$ cat src/crc16_checksum_pkg.sv
// Package for the 16-bit checksum unit: offsets, reset values,
// polynomials, bus carriers and the unit's state record.
// Assumes an AXI4-Lite master with 8-bit byte addresses and 32-bit data.
package crc16_checksum_pkg;

    // Bus widths.
    localparam int ADDR_WIDTH = 8;
    localparam int DATA_WIDTH = 32;

    // Register byte offsets, one aligned word each.
    localparam logic [7:0] OFFSET_BYTE_INPUT   = 8'h00;
    localparam logic [7:0] OFFSET_SUM_LOW      = 8'h04;
    localparam logic [7:0] OFFSET_SUM_HIGH     = 8'h08;
    localparam logic [7:0] OFFSET_POLYNOMIAL_SELECT_CONTROL = 8'h0C;
    localparam logic [7:0] WORD_ADDR_MASK      = 8'hFC;

    // Field position of the polynomial select bit in the control word.
    localparam int POLYNOMIAL_SELECT_SELECT_BIT = 0;

    // Values after reset.
    localparam logic [7:0] RESET_BYTE_INPUT = 8'h00;
    localparam logic [7:0] RESET_SUM_LOW    = 8'h00;
    localparam logic [7:0] RESET_SUM_HIGH   = 8'h00;
    localparam logic       RESET_POLYNOMIAL_SELECT_SEL   = 1'b0;

    // Polynomial selection and feedback terms.
    localparam logic        POLYNOMIAL_SELECT_SELECT_CCITT = 1'b0;
    localparam logic        POLYNOMIAL_SELECT_SELECT_CRC16 = 1'b1;
    localparam logic [15:0] FEEDBACK_CCITT    = 16'h1021;
    localparam logic [15:0] FEEDBACK_CRC16    = 16'h8005;

    // Number of shift steps folded per input byte.
    localparam int BITS_PER_BYTE = 8;

    // Bus responses.
    localparam logic [1:0] RESP_OKAY   = 2'h0;
    localparam logic [1:0] RESP_SLVERR = 2'h2;

    // Write request from the master.
    typedef struct packed {
        logic                    awvalid;
        logic [ADDR_WIDTH-1:0]   awaddr;
        logic                    wvalid;
        logic [DATA_WIDTH-1:0]   wdata;
        logic [DATA_WIDTH/8-1:0] wstrb;
        logic                    bready;
    } write_req_type;

    // Write answer from the unit.
    typedef struct packed {
        logic       awready;
        logic       wready;
        logic       bvalid;
        logic [1:0] bresp;
    } write_rsp_type;

    // Read request from the master.
    typedef struct packed {
        logic                  arvalid;
        logic [ADDR_WIDTH-1:0] araddr;
        logic                  rready;
    } read_req_type;

    // Read answer from the unit.
    typedef struct packed {
        logic                  arready;
        logic                  rvalid;
        logic [DATA_WIDTH-1:0] rdata;
        logic [1:0]            rresp;
    } read_rsp_type;

    // Whole state of the unit.
    typedef struct packed {
        logic                  awHeld;
        logic [ADDR_WIDTH-1:0] awAddr;
        logic                  wHeld;
        logic [7:0]            wByte;
        logic                  wLane0;
        logic                  awready;
        logic                  wready;
        logic                  bvalid;
        logic [1:0]            bresp;
        logic                  arready;
        logic                  rvalid;
        logic [DATA_WIDTH-1:0] rdata;
        logic [1:0]            rresp;
        logic [7:0]            byteInput;
        logic [7:0]            sumHigh;
        logic [7:0]            sumLow;
        logic                  polySelect;
    } unit_state_type;

    // State after reset; the bus is idle and all registers are cleared.
    localparam unit_state_type UNIT_STATE_RESET = '{
        byteInput:  RESET_BYTE_INPUT,
        sumHigh:    RESET_SUM_HIGH,
        sumLow:     RESET_SUM_LOW,
        polySelect: RESET_POLYNOMIAL_SELECT_SEL,
        default:    '0
    };

endpackage

$ cat src/crc_bit_step.sv
// One shift step of a 16-bit checksum: shift left, insert zero, and
// fold in the feedback term when the bit shifted out was set.
// Purely combinational; the caller chains as many steps as it needs.
`timescale 1ns/10ps
module crc_bit_step #(
    parameter int WIDTH = 16                 // Checksum width.
) (
    input  wire logic [WIDTH-1:0] valueIn,   // Value before the step.
    input  wire logic [WIDTH-1:0] feedback,  // Feedback term to fold in.
    output logic      [WIDTH-1:0] valueOut   // Value after the step.
);

    // The bit leaving the top decides whether the feedback is applied.
    always_comb begin
        valueOut = {valueIn[WIDTH-2:0], 1'b0};
        if (valueIn[WIDTH-1]) begin
            valueOut = valueOut ^ feedback;
        end
    end

endmodule

$ cat src/crc_byte_fold.sv
// Folds one input byte into the stored 16-bit checksum in one pass:
// byte into the high half, then eight chained shift steps.
// Purely combinational; the register that holds the sum sits outside.
`timescale 1ns/10ps
module crc_byte_fold (
    input  wire logic [15:0] sumIn,       // Stored checksum.
    input  wire logic [7:0]  dataByte,    // Byte to fold in.
    input  wire logic        polySelect,  // Zero picks CCITT, one CRC-16.
    output logic      [15:0] sumOut       // Checksum after the byte.
);

    logic [15:0] feedback;                                         // Chosen term.
    logic [15:0] chain [0:crc16_checksum_pkg::BITS_PER_BYTE];      // Step values.

    // Only the two fixed terms exist; nothing else can be programmed.
    // two fixed terms
    assign feedback = (polySelect == crc16_checksum_pkg::POLYNOMIAL_SELECT_SELECT_CRC16)
                      ? crc16_checksum_pkg::FEEDBACK_CRC16
                      : crc16_checksum_pkg::FEEDBACK_CCITT;

    // The byte meets the high half before any shifting starts.
    // byte into high half
    assign chain[0] = sumIn ^ {dataByte, 8'h00};

    // Eight identical steps, one per input bit.
    for (genvar i = 0; i < crc16_checksum_pkg::BITS_PER_BYTE; i++) begin : gStep
        crc_bit_step #(
            .WIDTH    (16)
        ) uStep (
            .valueIn  (chain[i]),
            .feedback (feedback),
            .valueOut (chain[i+1])
        );
    end

    assign sumOut = chain[crc16_checksum_pkg::BITS_PER_BYTE];

endmodule

$ cat src/crc16_checksum_unit.sv
// Register-mapped 16-bit checksum unit behind an AXI4-Lite slave port.
// Assumes one clock, an AXI4-Lite master with at most one write and one
// read under way, and software that clears the sum before a new run.
// A sum write and a byte fold never meet in one cycle, since one write
// is carried at a time; the logic still lets the sum write win.
//
// Operation
// - Eight-bit input register takes each byte.
// - Bytes enter only through the input register.
// - Stored sum is the starting point.
// - High register holds sum bits 15..8, read/write.
// - Low register holds sum bits 7..0, read/write.
// - Control bit 0 picks CCITT or CRC-16.
// - Only those two polynomials are supported.
// - Control bits 7..1 read back as zero.
// - Input write updates the sum in one cycle.
// - XOR byte high, eight shifts, conditional feedback.
`timescale 1ns/10ps
module crc16_checksum_unit (
    input  wire logic                               clock,    // System clock.
    input  wire logic                               rst,      // Async reset.
    input  wire crc16_checksum_pkg::write_req_type  writeReq, // Write request.
    output crc16_checksum_pkg::write_rsp_type       writeRsp, // Write answer.
    input  wire crc16_checksum_pkg::read_req_type   readReq,  // Read request.
    output crc16_checksum_pkg::read_rsp_type        readRsp   // Read answer.
);

    crc16_checksum_pkg::unit_state_type s_q;     // Registered state.
    crc16_checksum_pkg::unit_state_type s_d;     // Next state.

    logic        doWrite;                        // Address and data both held.
    logic        writeMapped;                    // Held address hits a register.
    logic        inWrite;                        // Write to the input register.
    logic        lowWrite;                       // Write to the low sum.
    logic        highWrite;                      // Write to the high sum.
    logic        ctrlWrite;                      // Write to the control word.
    logic        readTaken;                      // Read address handshake.
    logic [15:0] sumNow;                         // Stored checksum.
    logic [15:0] foldOut;                        // Sum after folding the byte.

    // Returns the word address part of a byte address.
    function automatic logic [7:0] wordOf(input logic [7:0] addr);
        return addr & crc16_checksum_pkg::WORD_ADDR_MASK;
    endfunction

    // True when an address selects one of the four registers.
    function automatic logic isMapped(input logic [7:0] addr);
        logic [7:0] w;
        w = wordOf(addr);
        return (w == crc16_checksum_pkg::OFFSET_BYTE_INPUT) ||
               (w == crc16_checksum_pkg::OFFSET_SUM_LOW) ||
               (w == crc16_checksum_pkg::OFFSET_SUM_HIGH) ||
               (w == crc16_checksum_pkg::OFFSET_POLYNOMIAL_SELECT_CONTROL);
    endfunction

    // Builds the read word for an address from the present state.
    function automatic logic [31:0] readWord(
        input logic [7:0]                         addr,
        input crc16_checksum_pkg::unit_state_type st
    );
        logic [31:0] word;
        word = 32'h0000_0000;
        case (wordOf(addr))
            crc16_checksum_pkg::OFFSET_BYTE_INPUT: begin
                word[7:0] = st.byteInput;
            end
            crc16_checksum_pkg::OFFSET_SUM_LOW: begin
                word[7:0] = st.sumLow;
            end
            crc16_checksum_pkg::OFFSET_SUM_HIGH: begin
                word[7:0] = st.sumHigh;
            end
            crc16_checksum_pkg::OFFSET_POLYNOMIAL_SELECT_CONTROL: begin
                word[crc16_checksum_pkg::POLYNOMIAL_SELECT_SELECT_BIT] = st.polySelect;
            end
            default: begin
                word = 32'h0000_0000;
            end
        endcase
        return word;
    endfunction

    // The checksum is kept as two byte registers; this joins them.
    assign sumNow = {s_q.sumHigh, s_q.sumLow};

    // A write is carried out in the cycle after both halves are held,
    // which keeps the byte fold off the bus input path.
    assign doWrite     = s_q.awHeld && s_q.wHeld;
    assign writeMapped = isMapped(s_q.awAddr);
    assign inWrite   = doWrite && s_q.wLane0 &&
                       (wordOf(s_q.awAddr) == crc16_checksum_pkg::OFFSET_BYTE_INPUT);
    assign lowWrite  = doWrite && s_q.wLane0 &&
                       (wordOf(s_q.awAddr) == crc16_checksum_pkg::OFFSET_SUM_LOW);
    assign highWrite = doWrite && s_q.wLane0 &&
                       (wordOf(s_q.awAddr) == crc16_checksum_pkg::OFFSET_SUM_HIGH);
    assign ctrlWrite = doWrite && s_q.wLane0 &&
                       (wordOf(s_q.awAddr) == crc16_checksum_pkg::OFFSET_POLYNOMIAL_SELECT_CONTROL);
    assign readTaken = readReq.arvalid && s_q.arready;

    crc_byte_fold uFold (
        .sumIn      (sumNow),
        .dataByte   (s_q.wByte),
        .polySelect (s_q.polySelect),
        .sumOut     (foldOut)
    );

    // Next-state logic for the bus slave and the register file.
    always_comb begin
        s_d = s_q;

        // Write address is captured whenever it is offered and free.
        if (writeReq.awvalid && s_q.awready) begin
            s_d.awHeld = 1'b1;
            s_d.awAddr = writeReq.awaddr;
        end

        // Write data may arrive before, with or after the address.
        // Only the low lane matters, since every register is a byte.
        if (writeReq.wvalid && s_q.wready) begin
            s_d.wHeld  = 1'b1;
            s_d.wByte  = writeReq.wdata[7:0];
            s_d.wLane0 = writeReq.wstrb[0];
        end

        // Both halves held: apply the write and raise the response.
        if (doWrite) begin
            s_d.awHeld = 1'b0;
            s_d.wHeld  = 1'b0;
            s_d.bvalid = 1'b1;
            s_d.bresp  = writeMapped ? crc16_checksum_pkg::RESP_OKAY
                                     : crc16_checksum_pkg::RESP_SLVERR;
        end

        if (inWrite) begin
            s_d.byteInput = s_q.wByte;
        end

        if (inWrite) begin
            s_d.sumHigh = foldOut[15:8];
            s_d.sumLow  = foldOut[7:0];
        end

        if (lowWrite) begin
            s_d.sumLow = s_q.wByte;
        end
        if (highWrite) begin
            s_d.sumHigh = s_q.wByte;
        end

        if (ctrlWrite) begin
            s_d.polySelect = s_q.wByte[crc16_checksum_pkg::POLYNOMIAL_SELECT_SELECT_BIT];
        end

        // The response drops once the master takes it.
        if (s_q.bvalid && writeReq.bready) begin
            s_d.bvalid = 1'b0;
        end

        // A new write is refused while a half is held or a response waits,
        // so at most one write is ever in flight.
        s_d.awready = !s_d.awHeld && !s_d.bvalid;
        s_d.wready  = !s_d.wHeld && !s_d.bvalid;

        // Read data is latched at the address handshake from the present
        // registers; a write applied in the same edge is not yet seen.
        if (readTaken) begin
            s_d.rvalid = 1'b1;
            s_d.rdata  = readWord(readReq.araddr, s_q);
            s_d.rresp  = isMapped(readReq.araddr) ? crc16_checksum_pkg::RESP_OKAY
                                                  : crc16_checksum_pkg::RESP_SLVERR;
        end
        if (s_q.rvalid && readReq.rready) begin
            s_d.rvalid = 1'b0;
        end

        // One read at a time: the address channel waits for the answer.
        s_d.arready = !s_d.rvalid;
    end

    // State register; reset loads constants only.
    // Keeping reset to constants avoids a reset path that depends on state.
    always_ff @(posedge clock or posedge rst) begin
        if (rst) begin
            s_q <= crc16_checksum_pkg::UNIT_STATE_RESET;
        end else begin
            s_q <= s_d;
        end
    end

    // Every output is a field of the state register.
    assign writeRsp.awready = s_q.awready;
    assign writeRsp.wready  = s_q.wready;
    assign writeRsp.bvalid  = s_q.bvalid;
    assign writeRsp.bresp   = s_q.bresp;
    assign readRsp.arready  = s_q.arready;
    assign readRsp.rvalid   = s_q.rvalid;
    assign readRsp.rdata    = s_q.rdata;
    assign readRsp.rresp    = s_q.rresp;
endmodule

$ cat config.mk
export PLATFORM = sky130hd
export DESIGN_NAME = crc16_checksum_unit
export DESIGN_NICKNAME = d
export VERILOG_FILES = /design/src/crc16_checksum_pkg.sv /design/src/crc_bit_step.sv /design/src/crc_byte_fold.sv /design/src/crc16_checksum_unit.sv
export SDC_FILE = /design/constraint.sdc
export NUM_CORES = 1
export LEC_CHECK = 0
export ABC_AREA = 1
export BUFFER_PORTS_ARGS = -buffer_cell sky130_fd_sc_hd__buf_2
export CAP_MARGIN = 10
export CORE_ASPECT_RATIO = 0.75
export CORE_MARGIN = 5
export CORE_UTILIZATION = 50
export DETAILED_ROUTE_END_ITERATION = 6
export GPL_TIMING_DRIVEN = 0
export PLACE_DENSITY = 0.74
export SLEW_MARGIN = 25
export SYNTH_ARGS = -nofsm -noshare
export SYNTH_HDL_FRONTEND = slang
export SYNTH_SLANG_ARGS = --single-unit
$ cat constraint.sdc
create_clock -name clock -period 6 [get_ports clock]
set_clock_uncertainty 0.1 [all_clocks]
set_input_delay 0.9 -clock clock [delete_from_list [all_inputs] [get_ports clock]]
set_output_delay 0.9 -clock clock [all_outputs]
set_load 0.05 [all_outputs]
==> metrics <==
layout cells sized above 1=0.2782; CP startpoint kind=flip-flop; # rows=27; sequential cell area=1426 sq um; Worst Path Arrival=2.79 ns; EDFF count, synth=0; Final Max Tran Viols=0; Final period util=0.4412; worst slack at placement=3.137 ns; initial antenna violation count=0; die height=83.93 microns; simple-gate portion of the synthesized area=0.2428; maximum VDD drop=0.3090 mV; Flop pwr share=0.240; clock share of power=0.127; Design Power=2576 uW; final wirelength=between 9000 and 10000 microns; Netlist cell types=40; Yosys reg bits=57; RSZ-0062 raised after global routing=no; fmax=377.8 MHz; Ys Warns=0; complex-gate fraction of the synthesized area=0.1432; IO Port Bufs=42; drt drc=0; worst hold endpoint=readRsp[9]$_DFFE_PP0P_; Initial Util=0.5040; ys flop type=dfrtp_1; worst-case reg-to-reg path depth=9; Final setup viols=0; overflow left after global routing=0; final core occ=0.5924; Die ar.=between 9000 and 10000 sq um; Routed Antenna Nets=0; core area=7229 sq um; Tmin final=between 2 and 3 ns; Worst-Skew Late Latency=between 0.3 and 0.4 ns; CP max FO=10; Longest Clk Path Bufs=2; Critical Path RT=6.15 ns; CP Class=flip-flop to flip-flop; main combinational cell family by area after synthesis=simple AND/OR/NAND/NOR gates; sw power=1344 uW; DR WL/cell=14.28 microns; Async S/R FF share, synth=1.000; area share of the largest cell type after synthesis=0.3915; largest net degree at the start of global routing=35; reg2reg end=s_q[5]$_DFFE_PP0P_; switching share of total power=0.5218; Slew headroom=0.5665; hold wc startpoint=readRsp[9]$_DFFE_PP0P_; status=finished, final reports clean; # diodes=0; element type at the critical path end=flip-flop; # fillers=677; Clk pin slew, worst setup/hold paths=0.07 ns; setup ws final=3.353 ns; footprint of the multi-input gates=1727 sq um; postcts setup bufs=0; Vias=about 3200; Post-Synth XOR/XNOR Area=0.04430; Power Dens Cells=601.4 nW/um^2; total track usage=0.2129; Nets=586; clock sinks=57; Area growth, synth to finish=17.55%; Initial DRC Count=227; leakage=0.002217 uW; hpwl dp=a little over 7000 microns; GP Congestion=between 0.9 and 1; total negative slack=0 ns; CTS tree=built; cells after synthesis=448; max-cap violation count=0; Initial DRT Pass Iterations=5; global-route wire length before repair=around 15000 microns; Die Width=108.6 microns; Root Driver=clkbuf_8; vias in the first global route=3088; via/cell ratio=5.044; top post-synthesis cells by area=dfrtp_1 (39%), buf_4 (8.7%), nand2_1 (8.1%); CTS Hold Bufs=0; cts bufs inserted=9; Final Hold Viols=0; Max H-tree Level=3; Syn Area/Cell=between 8 and 9 sq um; combinational power share=0.634; worst hold path stage count=2; Worst Hold Class=flip-flop to flip-flop; R2R setup slack=3.35 ns; Synth Area in Adders=0; CTS resizes=0; sequential area share after synthesis=0.3915; internal power=1232 uW; start of the worst register-to-register path=s_q[83]$_DFFE_PP0P_; I/O pin cnt=100; Post-Syn Area=3643 sq um; mux share of post-synthesis cell area=0.01545; Worst-Margin Slew=about 0.65 ns; Yosys top cell by area=dfrtp_1
[through the flow]
stage	instances	instance area, sq um	hold slack [ns]
floorplan	473	3737	0.3500
global placement	616	4074	0.3692
detailed placement	617	4096	0.3658
CTS	633	4278	0.3851
global route	633	4283	0.4152
finish	633	4283	0.3837
[logic make-up (layout without fill, tap and decap cells)]
kind of cell / Yosys count / after routing
and+or+nand+nor: 170 / 170
muxes: 5 / 5
xor gates and xnor gates: 15 / 15
DFF: 57 / 57
AOI/OAI and AO/OA: 92 / 92
other: 1 / 26
buffers and inverters: 108 / 167
[metal layers]
| metal | global-route usage | vias to the layer above | share of wire |
|---|---|---|---|
| met4 | 0.08716 | 0 | 0.021 |
| met1 | 0.2998 | 1477 | 0.45 |
| met2 | 0.3169 | 128 | 0.44 |
| met5 | 0 | - | 0 |
| met3 | 0.04486 | 22 | 0.089 |
| li1 | - | 1566 | - |
[how the worst max path moves through the flow]
| stage | start | endpoint | slack [ns] | cells after the start |
|---|---|---|---|---|
| global route | s_q[83]$_DFFE_PP0P_ | s_q[5]$_DFFE_PP0P_ | 3.15 | 9 |
| finish | s_q[83]$_DFFE_PP0P_ | s_q[5]$_DFFE_PP0P_ | 3.35 | 9 |
| global placement | rst | s_q[72]$_DFFE_PP0P_ | 2.92 | 2 |
| CTS | readReq[6] | readRsp[2]$_DFFE_PP0P_ | 3.45 | 9 |
| floorplan | rst | readRsp[1]$_DFFE_PP0P_ | 3.60 | 1 |
| detailed placement | readReq[6] | readRsp[7]$_DFFE_PP0P_ | 3.14 | 8 |
[power groups by stage]
stage          sequential [uW]  combinational [uW]  clock, uW
2_1_floorplan              597                1290          0
3_3_place_gp               615                1570          0
3_5_place_dp               622                1610          0
4_1_cts                    616                1620        329
5_1_grt                    638                1800        347
6_report                   617                1630        327
[synthesized netlist by cell type (5+ instances only)]
library cell	count
a21oi_1	29
buf_4	42
clkbuf_1	5
dfrtp_1	57
inv_1	53
mux2_2	5
nand2_1	79
nand2_4	5
nand3_1	25
nand3_2	12
nor2_1	29
nor3_1	5
o21ai_0	40
o22ai_1	6
xor2_1	9
[state kept, by name (all words and copies together) (netlist names)]
name      cells
readRsp      11
writeRsp      4
s_q          42
[final cells by class]
cell class / instances / share of cell area
Clock inverter: 5 / 0.007011
Tap cell: 101 / 0.02951
Clock buffer: 11 / 0.03535
Timing Repair Buffer: 43 / 0.05375
Buffer: 49 / 0.08531
Sequential cell: 57 / 0.3330
Multi-Input combinational cell: 308 / 0.4032
Inverter: 59 / 0.05288
[layout by cell type (no fill, tap or decap), types with 4 or more instances in the layout]
master | netlist | routed
nand2_1 | 79 | 79
inv_2 | 4 | 4
clkbuf_1 | 5 | 5
buf_4 | 42 | 42
o22ai_1 | 6 | 6
nand3_1 | 25 | 25
nor3_1 | 5 | 4
a22oi_1 | 4 | 4
dfrtp_1 | 57 | 57
nor2_1 | 29 | 29
buf_2 | 0 | 42
clkbuf_8 | 0 | 11
inv_1 | 53 | 52
xor2_1 | 9 | 9
conb_1 | 1 | 26
o21ai_0 | 40 | 40
mux2_2 | 5 | 5
nand3_2 | 12 | 12
a21oi_1 | 29 | 29
nand2_4 | 5 | 5
[critical path, stage by stage, from the launching register on]
cell	delay [ns]
dfrtp_1	0.38
nor2_1	0.19
inv_1	0.06
nor2_1	0.19
inv_1	0.14
nor3_4	0.29
clkinv_1	0.39
nor2_1	0.43
nand3_1	0.26
o221ai_1	0.13
Note: power is estimated with default switching activity, not from simulation.
